## config.mk

```make
export PLATFORM = sky130hd
export DESIGN_NAME = rrsb_alu
export DESIGN_NICKNAME = d
export VERILOG_FILES = /design/src/rrsb_pkg.sv /design/src/rrsb_alu.sv /design/src/rrsb_calc.sv
export SDC_FILE = /design/constraint.sdc
export NUM_CORES = 1
export LEC_CHECK = 0
export BUFFER_PORTS_ARGS = -buffer_cell sky130_fd_sc_hd__buf_2
export CAP_MARGIN = 40
export CORE_ASPECT_RATIO = 1.25
export CORE_UTILIZATION = 57
export DETAILED_ROUTE_END_ITERATION = 8
export MAX_ROUTING_LAYER = met4
export PLACE_DENSITY = 0.83
export RECOVER_POWER = 100
export SLEW_MARGIN = 30
export SYNTH_ARGS = -nofsm -noshare
export SYNTH_HDL_FRONTEND = slang
export SYNTH_SLANG_ARGS = --single-unit
```

## constraint.sdc

```tcl
create_clock -name core_clk_i -period 5.1 [get_ports core_clk_i]
set_clock_uncertainty 0.15 [all_clocks]
set_input_delay 0.255 -clock core_clk_i [delete_from_list [all_inputs] [get_ports core_clk_i]]
set_output_delay 0.255 -clock core_clk_i [all_outputs]
set_load 0.05 [all_outputs]
```

## src/rrsb_pkg.sv

```systemverilog
/*
 * Shared constants and types of the rotate-right / subtract-with-borrow
 * datapath slice. Assumes it is compiled before every module that uses it.
 */
package rrsb_pkg;
  localparam int unsigned RRSB_DATA_W = 8;
  localparam int unsigned RRSB_MSB = RRSB_DATA_W - 1;
  localparam int unsigned RRSB_NIB_W = 4;
  localparam logic [7:0] RRSB_WORK_RST = 8'h00;
  localparam logic RRSB_FLAG_RST = 1'h0;

  // Operation select; OP_IDLE does nothing
  typedef enum logic [2:0] {
    RRSB_OP_IDLE,
    RRSB_OP_ROT_MEM,
    RRSB_OP_ROT_WORK,
    RRSB_OP_ROTC_MEM,
    RRSB_OP_ROTC_WORK,
    RRSB_OP_SUBB_WORK,
    RRSB_OP_SUBB_MEM
  } rrsb_op_t;
endpackage : rrsb_pkg

```

## src/rrsb_alu.sv

```systemverilog
/*
 * Eight-bit rotate-right and subtract-with-borrow datapath slice.
 * Holds the working register and the status flags it touches.
 * Assumes the core presents one operation per clock with its memory
 * operand, and writes memory from the write strobe one cycle later.
 */
// Functional notes
// - Memory rotate-right moves bit 0 to bit 7, writes memory back, touches no flag.
// - Rotate-right to the working register gives the same rotation, memory and flags unchanged.
// - Memory rotate through carry loads old carry into bit 7 and old bit 0 into carry.
// - Rotate through carry to the working register does the same loop, memory unchanged.
// - Subtract to the working register stores work minus memory minus inverted carry there.
// - Subtract to memory writes that difference to memory, working register unchanged.
// - After a subtract carry is 0 when the true difference is negative, else 1.
// - Subtracts update six flags; rotates through carry update only carry.
module rrsb_alu
  import rrsb_pkg::*;
#(
  parameter int unsigned DATA_W = RRSB_DATA_W
) (
  input wire logic core_clk_i,
  input wire logic srst_i,
  input wire logic op_valid_i,
  input wire rrsb_op_t op_i,
  input wire logic [DATA_W-1:0] mem_operand_i,
  input wire logic work_load_i,
  input wire logic [DATA_W-1:0] work_load_data_i,
  input wire logic carry_load_i,
  input wire logic carry_load_data_i,
  output logic [DATA_W-1:0] working_register_o,
  output logic carry_flag_o,
  output logic twos_complement_wrap_flag_o,
  output logic zero_flag_o,
  output logic nibble_carry_flag_o,
  output logic second_compare_flag_o,
  output logic combined_null_flag_o,
  output logic mem_wr_en_o,
  output logic [DATA_W-1:0] mem_wr_data_o,
  output logic done_o
);
  typedef struct packed {
    logic [DATA_W-1:0] work;
    logic carry;
    logic ovf;
    logic zero;
    logic nibble;
    logic scmp;
    logic cnull;
    logic wr_en;
    logic [DATA_W-1:0] wr_data;
    logic done;
  } rrsb_state_t;

  rrsb_state_t st;
  rrsb_state_t next_st;
  rrsb_op_t act_op;
  logic [DATA_W-1:0] calc_result;
  logic calc_carry;
  logic calc_ovf;
  logic calc_zero;
  logic calc_nibble;
  logic calc_neg;

  // Idle op keeps the calculator output meaningless but harmless
  assign act_op = op_valid_i ? op_i : RRSB_OP_IDLE;

  rrsb_calc #(
    .DATA_W(DATA_W)
  ) u_calc (
    .op_i(act_op),
    .work_i(st.work),
    .mem_i(mem_operand_i),
    .carry_i(st.carry),
    .result_o(calc_result),
    .carry_o(calc_carry),
    .ovf_o(calc_ovf),
    .zero_o(calc_zero),
    .nibble_o(calc_nibble),
    .neg_o(calc_neg)
  );

  // Next state; a valid operation wins over a direct load of a field it writes, and a memory subtract also blocks the work load
  always_comb begin
    next_st = st;
    next_st.wr_en = 1'b0;
    next_st.done = 1'b0;
    if (work_load_i) begin
      next_st.work = work_load_data_i;
    end
    if (carry_load_i) begin
      next_st.carry = carry_load_data_i;
    end
    if (op_valid_i && act_op != RRSB_OP_IDLE) begin
      next_st.done = 1'b1;
      case (act_op)
        RRSB_OP_ROT_MEM: begin
          next_st.wr_en = 1'b1; // Flags held
          next_st.wr_data = calc_result;
        end
        RRSB_OP_ROT_WORK: begin
          next_st.work = calc_result;
        end
        RRSB_OP_ROTC_MEM: begin
          next_st.wr_en = 1'b1;
          next_st.wr_data = calc_result;
          next_st.carry = calc_carry; // Only carry moves
        end
        RRSB_OP_ROTC_WORK: begin
          next_st.work = calc_result;
          next_st.carry = calc_carry;
        end
        RRSB_OP_SUBB_WORK, RRSB_OP_SUBB_MEM: begin
          if (act_op == RRSB_OP_SUBB_WORK) begin
            next_st.work = calc_result;
          end else begin
            next_st.work = st.work; // Ignore a same-cycle load
            next_st.wr_en = 1'b1;
            next_st.wr_data = calc_result;
          end
          next_st.carry = calc_carry;
          next_st.ovf = calc_ovf;
          next_st.zero = calc_zero;
          next_st.nibble = calc_nibble;
          // Signed less-than after the subtract
          next_st.scmp = calc_neg ^ calc_ovf;
          // Zero chained across multi-byte subtracts
          next_st.cnull = calc_zero & st.zero;
        end
        default: begin
          next_st.done = 1'b0;
        end
      endcase
    end
  end

  // Single state register
  always_ff @(posedge core_clk_i) begin
    if (srst_i) begin
      st <= '{work: DATA_W'(RRSB_WORK_RST), carry: RRSB_FLAG_RST, ovf: RRSB_FLAG_RST,
              zero: RRSB_FLAG_RST, nibble: RRSB_FLAG_RST, scmp: RRSB_FLAG_RST,
              cnull: RRSB_FLAG_RST, wr_en: 1'b0, wr_data: DATA_W'(RRSB_WORK_RST),
              done: 1'b0};
    end else begin
      st <= next_st;
    end
  end

  assign working_register_o = st.work;
  assign carry_flag_o = st.carry;
  assign twos_complement_wrap_flag_o = st.ovf;
  assign zero_flag_o = st.zero;
  assign nibble_carry_flag_o = st.nibble;
  assign second_compare_flag_o = st.scmp;
  assign combined_null_flag_o = st.cnull;
  assign mem_wr_en_o = st.wr_en;
  assign mem_wr_data_o = st.wr_data;
  assign done_o = st.done;
endmodule // rrsb_alu

```

## src/rrsb_calc.sv

```systemverilog
/*
 * Combinational result and flag calculator for one operation.
 * Assumes the caller registers every output it presents at the pins.
 */
module rrsb_calc
  import rrsb_pkg::*;
#(
  parameter int unsigned DATA_W = RRSB_DATA_W
) (
  input wire rrsb_op_t op_i,
  input wire logic [DATA_W-1:0] work_i,
  input wire logic [DATA_W-1:0] mem_i,
  input wire logic carry_i,
  output logic [DATA_W-1:0] result_o,
  output logic carry_o,
  output logic ovf_o,
  output logic zero_o,
  output logic nibble_o,
  output logic neg_o
);
  logic [DATA_W:0] diff;
  logic [RRSB_NIB_W:0] low_diff;
  logic borrow_in;

  // Subtract with borrow: the stored carry is an inverted borrow
  always_comb begin
    borrow_in = ~carry_i;
    diff = {1'b0, work_i} - {1'b0, mem_i} - {{DATA_W{1'b0}}, borrow_in};
    low_diff = {1'b0, work_i[RRSB_NIB_W-1:0]} - {1'b0, mem_i[RRSB_NIB_W-1:0]}
      - {{RRSB_NIB_W{1'b0}}, borrow_in};
  end

  // Result and flags per operation
  always_comb begin
    result_o = work_i;
    carry_o = carry_i;
    ovf_o = 1'b0;
    zero_o = 1'b0;
    nibble_o = 1'b0;
    neg_o = 1'b0;
    case (op_i)
      RRSB_OP_ROT_MEM, RRSB_OP_ROT_WORK: begin
        result_o = {mem_i[0], mem_i[DATA_W-1:1]};
      end
      RRSB_OP_ROTC_MEM, RRSB_OP_ROTC_WORK: begin
        result_o = {carry_i, mem_i[DATA_W-1:1]};
        carry_o = mem_i[0];
      end
      RRSB_OP_SUBB_WORK, RRSB_OP_SUBB_MEM: begin
        result_o = diff[DATA_W-1:0];
        carry_o = ~diff[DATA_W]; // No borrow means zero or positive
        zero_o = (diff[DATA_W-1:0] == '0);
        nibble_o = ~low_diff[RRSB_NIB_W];
        ovf_o = (work_i[DATA_W-1] != mem_i[DATA_W-1]) &&
                (diff[DATA_W-1] != work_i[DATA_W-1]);
        neg_o = diff[DATA_W-1];
      end
      default: begin
        result_o = work_i;
      end
    endcase
  end
endmodule // rrsb_calc

```

---- Word-level counts from Yosys, hierarchy flattened ----
Cells that the tools add are included.
word-level totals
  word-level logic and storage cells ...... 62
  output and inout bits ................... 24
  input bits .............................. 25
  register bits after elaboration ......... 24
cells by class
  muxes and demuxes ....................... 16
  bitwise gates (word level) .............. 6
  $add $sub $neg .......................... 4
  equal/unequal tests ..................... 11
  reductions and logical operators ........ 15
operators by type and width
  cell                count
  $mux 24             1
  $pmux 8 s3          1
  $pmux 9 s2          1
  $mux 8              2
  $pmux 8 s2          1
  $reduce_or 2->1     6
  $eq 3x3->1 const B  3
  $mux 9              1
  $sub 8x8->9         1
  $sub 9x1->9         1
  $logic_not 8->1     1
  $eq 3x2->1 const B  2
  $mux 1              6
  $reduce_or 6->1     1
  $mux 5              1
  $sub 4x4->5         1
  $sub 5x1->5         1
  $ne 4x2->1 const B  1
  $not 1->1           4
  $reduce_or 4->1     1
  $eq 3x1->1 const B  1
  $mux 3              1
  $ne 3x3->1 const B  1
  $reduce_and 3->1    1
  other kinds (9)     11

---- Depth between registers and ports, before layout ----
  depth after elaboration ................. 8
  gate-level depth with buffers ........... 10
  mapped depth without buffers ............ 10

---- Cells and area by module ----
Synthesis repeated with hierarchy kept, for this count alone.
second synthesis, totals
  cells, all modules ...................... 249
  area, all modules ....................... 1,981.9 µm²
modules (own cells, without submodules)
  module     instances  area an instance (µm²)  sequential area each (µm²)  cells an instance
  rrsb_alu   1          1,183.6                 480.5                       135
  rrsb_calc  1          798.3                   0.0                         114

---- Least setup slack after synthesis ----
OpenSTA, ideal clock, no wires.
  path kind ............................... flip-flop to flip-flop
  from .................................... register st, in the netlist working_register_o[0]
  to ...................................... register st, in the netlist zero_flag_o
  path slack .............................. 2,056 ps
  period minus slack after synthesis ...... 3,044 ps
  path buffers ............................ 0
  setup time .............................. 66 ps
  arrival time ............................ 2,828 ps
  required time ........................... 4,884 ps
  cell stages (with the launch flop) ...... 11
  cell sequence ........................... dfxtp_1 -> inv_1 -> fa_1 -> inv_1 -> ha_1 -> nand2_1 -> a21oi_2 -> a2111oi_4 -> xnor2_1 -> or4_4 -> a21oi_2
between the ends
  word-level cells in the longest chain between the ends .. 4
RTL lines
  what                      line             RTL
  start: declaration        rrsb_alu.sv:54   rrsb_state_t st;
  start signal: assignment  rrsb_alu.sv:139  st <= '{work: DATA_W'(RRSB_WORK_RST), carry: RRSB_FLAG_RST, ovf: RRSB_FLAG_RST,
  start signal: assignment  rrsb_alu.sv:144  st <= next_st;
  $sub 8x8->9               rrsb_calc.sv:28  diff = {1'b0, work_i} - {1'b0, mem_i} - {{DATA_W{1'b0}}, borrow_in};
  $sub 9x1->9               rrsb_calc.sv:28
  $logic_not 8->1           rrsb_calc.sv:52  zero_o = (diff[DATA_W-1:0] == '0);
  $mux 1                    rrsb_calc.sv:41  case (op_i)
Every way passes these cells.
A chain may end at the register's enable or synchronous reset.

---- Worst setup path after layout ----
  from .................................... register st, in the netlist carry_flag_o
  to ...................................... register st, in the netlist combined_null_flag_o
between the ends
  word-level cells in the longest chain between the ends .. 5
RTL lines
  what             line             RTL
  $not 1->1        rrsb_calc.sv:27  borrow_in = ~carry_i;
  $sub 9x1->9      rrsb_calc.sv:28
  $logic_not 8->1  rrsb_calc.sv:52
  $mux 1           rrsb_calc.sv:41
  $and 1x1->1      rrsb_alu.sv:127  next_st.cnull = calc_zero & st.zero;
Every way passes these cells.

==> results.py <==
metrics = {
    "placed_design": {
        "post-dp-hpwl_mm": 3.598,
        "place_inst": 314,
        "pre_cts_ws_ps": 2201,
        "dpl-instance-area_um2": 2076,
        "port-buffer-count": 48,
        "gp_congestion": 0.9181,
    },
    "global_routing": {
        "grt.met1_usage": 0.3720,
        "top_usage_layer": "met2",
        "grt_pass1_wl_mm": 7.383,
        "grt_util_met2": 0.4921,
        "gr-usage-all-layers": 0.2939,
        "use_met3": 0.01839,
        "grt_max_degree": 18,
        "globalRouteOverflowTotal": 0,
        "grt_pass1_vias": 1641,
        "antenna_found_initial": 0,
    },
    "floorplanning": {
        "io_pins": 49,
        "rows": 22,
        "coreArea_um2": 3028,
        "die_h_um": 65.84,
        "die-area_um2": 3494,
        "initial_core_util": 0.6136,
        "die_width_um": 53.07,
    },
    "worst_setup_path": {
        "critical_path.top_delay_family": "simple AND/OR/NAND/NOR gates",
        "crit_path_max_incr_delay_ps": 630,
        "cp.arrival_ps": 3350,
        "crit_start": "carry_flag_o$_SDFFE_PP0P_",
        "cp_cell_sequence": "inv_1 -> fa_1 -> inv_1 -> ha_1 -> nand2_1 -> a21oi_2 -> a2111oi_0 -> xnor2_1 -> or4_1 -> o21ai_0",
        "required_ps": 5210,
        "critPathKind": "reg -> reg",
        "critical_path.slowest_cell": "or4_1",
        "cpMostUsedCell": "inv_1",
        "crit_fanout": 5,
        "end_kind": "register",
        "cp-start-kind": "register",
        "regToRegStartpoint": "carry_flag_o$_SDFFE_PP0P_",
        "path_buf_inv": 2,
    },
    "power": {
        "net-switching-power_mw": 0.2575,
        "power_frac_comb": 0.437,
        "power.density_nw_per_um2": 308.3,
        "pwr-share-clk": 0.225,
        "power_mw": 0.6345,
        "p_int_mw": 0.3770,
        "p_sw_frac": 0.4059,
        "ir_drop_mv": 0.2494,
        "leakagePower_nw": 0.8846,
        "p_seq_frac": 0.338,
    },
    "synth": {
        "syn_nets": 284,
        "ys_async_sr_fraction": 0,
        "synth-seq-cells": 24,
        "ys_dominant_reg_cell": "dfxtp_1",
        "synth.distinct_cells": 44,
        "yosys_warnings": 0,
        "ys_seq_area_frac": 0.2586,
        "syn_inst": 243,
        "synthesis.area_um2": 1858,
        "synth-edff-count": 0,
        "avgSynthCellArea_um2": 7.646,
    },
    "clock_network": {
        "holdBufCountCts": 0,
        "clk_latency_ps": 320,
        "cts_buffer_depth": 2,
        "clk_pin_slew_ps": 140,
        "cts_buffers": 3,
        "htree_levels": 1,
        "ctsResizeCount": 0,
        "root_buffer": "clkbuf_4",
        "clock-sinks": 24,
        "post_cts_buffers": 0,
        "cts_tree": "yes",
    },
    "timing": {
        "hold_viol": 0,
        "worstMarginPinSlew_ps": 797.9,
        "setup_ws_ps": 1852,
        "fin_crit_sh": 0.6369,
        "setup_viol": 0,
        "period_minus_slack_ps": 3248,
        "slew_headroom": 0.4681,
        "final_max_slew_viol_count": 0,
        "setup_tns_ps": 0,
        "rsz0062_at_grt": "false",
        "whs_ps": 52.32,
        "fmax_ghz": 0.3079,
    },
    "worst_hold_path": {
        "hold_start": "work_load_data_i[0]",
        "hold_class": "in -> reg",
    },
    "finish": {
        "stdcell_area_um2": 2058,
        "area_growth_pct": 10.77,
        "fin_util": 0.6798,
        "nNetsFinal": 324,
        "antenna_cells": 0,
        "layout_commonest_cell": "nor2_1",
        "drive_gt1_frac": 0.1099,
        "nFillCells": 292,
        "fin_cells": 318,
        "final_cell_mix": "42 x nor2_1, 25 x inv_1, 25 x clkbuf_1",
    },
    "routing": {
        "vias_per_cell": 5.755,
        "first_pass_iters": 4,
        "drt-initial-drc-count": 72,
        "drc": 0,
        "wire_per_inst_um": 14.46,
        "antenna_left": 0,
        "routed_wl_mm": 4.597,
        "num_vias": 1830,
    },
    "status": {
        "status": "complete, no violations",
    },
    "job": {
        "maxCapViolations": 0,
    },
}
[final timing paths]
check	endpoint	slack, ps	cells after the start
worst max-delay path	combined_null_flag_o$_SDFFE_PP0P_	1850	10
worst min-delay path	working_register_o[0]$_SDFFE_PP0P_	50	3
worst max register to register	combined_null_flag_o$_SDFFE_PP0P_	1850	10
worst min register to register	nibble_carry_flag_o$_SDFFE_PP0P_	320	2
[final cells by class]
type                            count  area, um2  area share
Tap cell                           36      45.04     0.02188
Timing Repair Buffer               48      209.0      0.1015
Inverter                           25      93.84     0.04559
Clock inverter                      1      30.03     0.01459
Multi-Input combinational cell    181       1177      0.5720
Sequential cell                    24      480.5      0.2334
Clock buffer                        3      22.52     0.01094
[cells in the mapped netlist, drive strengths merged, types with 2 or more instances]
library cell | instances | area share
a2111oi | 5 | 0.040
a211oi | 3 | 0.012
a21boi | 3 | 0.012
a21oi | 9 | 0.028
a221o | 5 | 0.027
a221oi | 4 | 0.019
and3 | 3 | 0.010
buf | 4 | 0.014
clkbuf | 8 | 0.016
dfxtp | 24 | 0.26
fa | 2 | 0.022
ha | 14 | 0.094
inv | 25 | 0.051
mux2i | 4 | 0.022
nand2 | 17 | 0.034
nand2b | 3 | 0.010
nand3 | 9 | 0.024
nor2 | 42 | 0.085
nor2b | 5 | 0.017
nor3 | 10 | 0.027
nor4 | 4 | 0.013
o211ai | 3 | 0.012
o21ai | 10 | 0.029
o22ai | 2 | 0.0067
or3 | 2 | 0.0067
xnor2 | 8 | 0.038
xor2 | 3 | 0.014
[power groups by stage]
stage                     registers, mW  clock network [mW]  logic (mW)
after floorplan                   0.264                   0       0.178
after global placement            0.218                   0       0.285
after detailed placement          0.218                   0       0.289
after CTS                         0.214               0.143       0.290
after global routing              0.217               0.150       0.305
final                             0.215               0.142       0.277
[cell families (layout without fill, tap and decap cells)]
| group | after synthesis | count (layout) | synth area share |
|---|---|---|---|
| compound gates | 48 | 48 | 0.2047 |
| xor+xnor | 11 | 11 | 0.05186 |
| fa+ha+maj | 16 | 16 | 0.1158 |
| buf+inv | 38 | 77 | 0.08687 |
| flops | 24 | 24 | 0.2586 |
| mux | 5 | 5 | 0.02761 |
| simple gates | 101 | 101 | 0.2545 |
[per-layer routing]
metal | wire length [um] | vias to the layer above
li1 | - | 926
met1 | 2021 | 829
met2 | 2282 | 69
met3 | 229 | 6
met4 | 63 | 0
met5 | 0 | -
[tightest hold or removal path: stages]
cell	delay (ps)
buf_2	100
nor2_1	90
nor4_1	50
(Power assumes the default switching activity.)
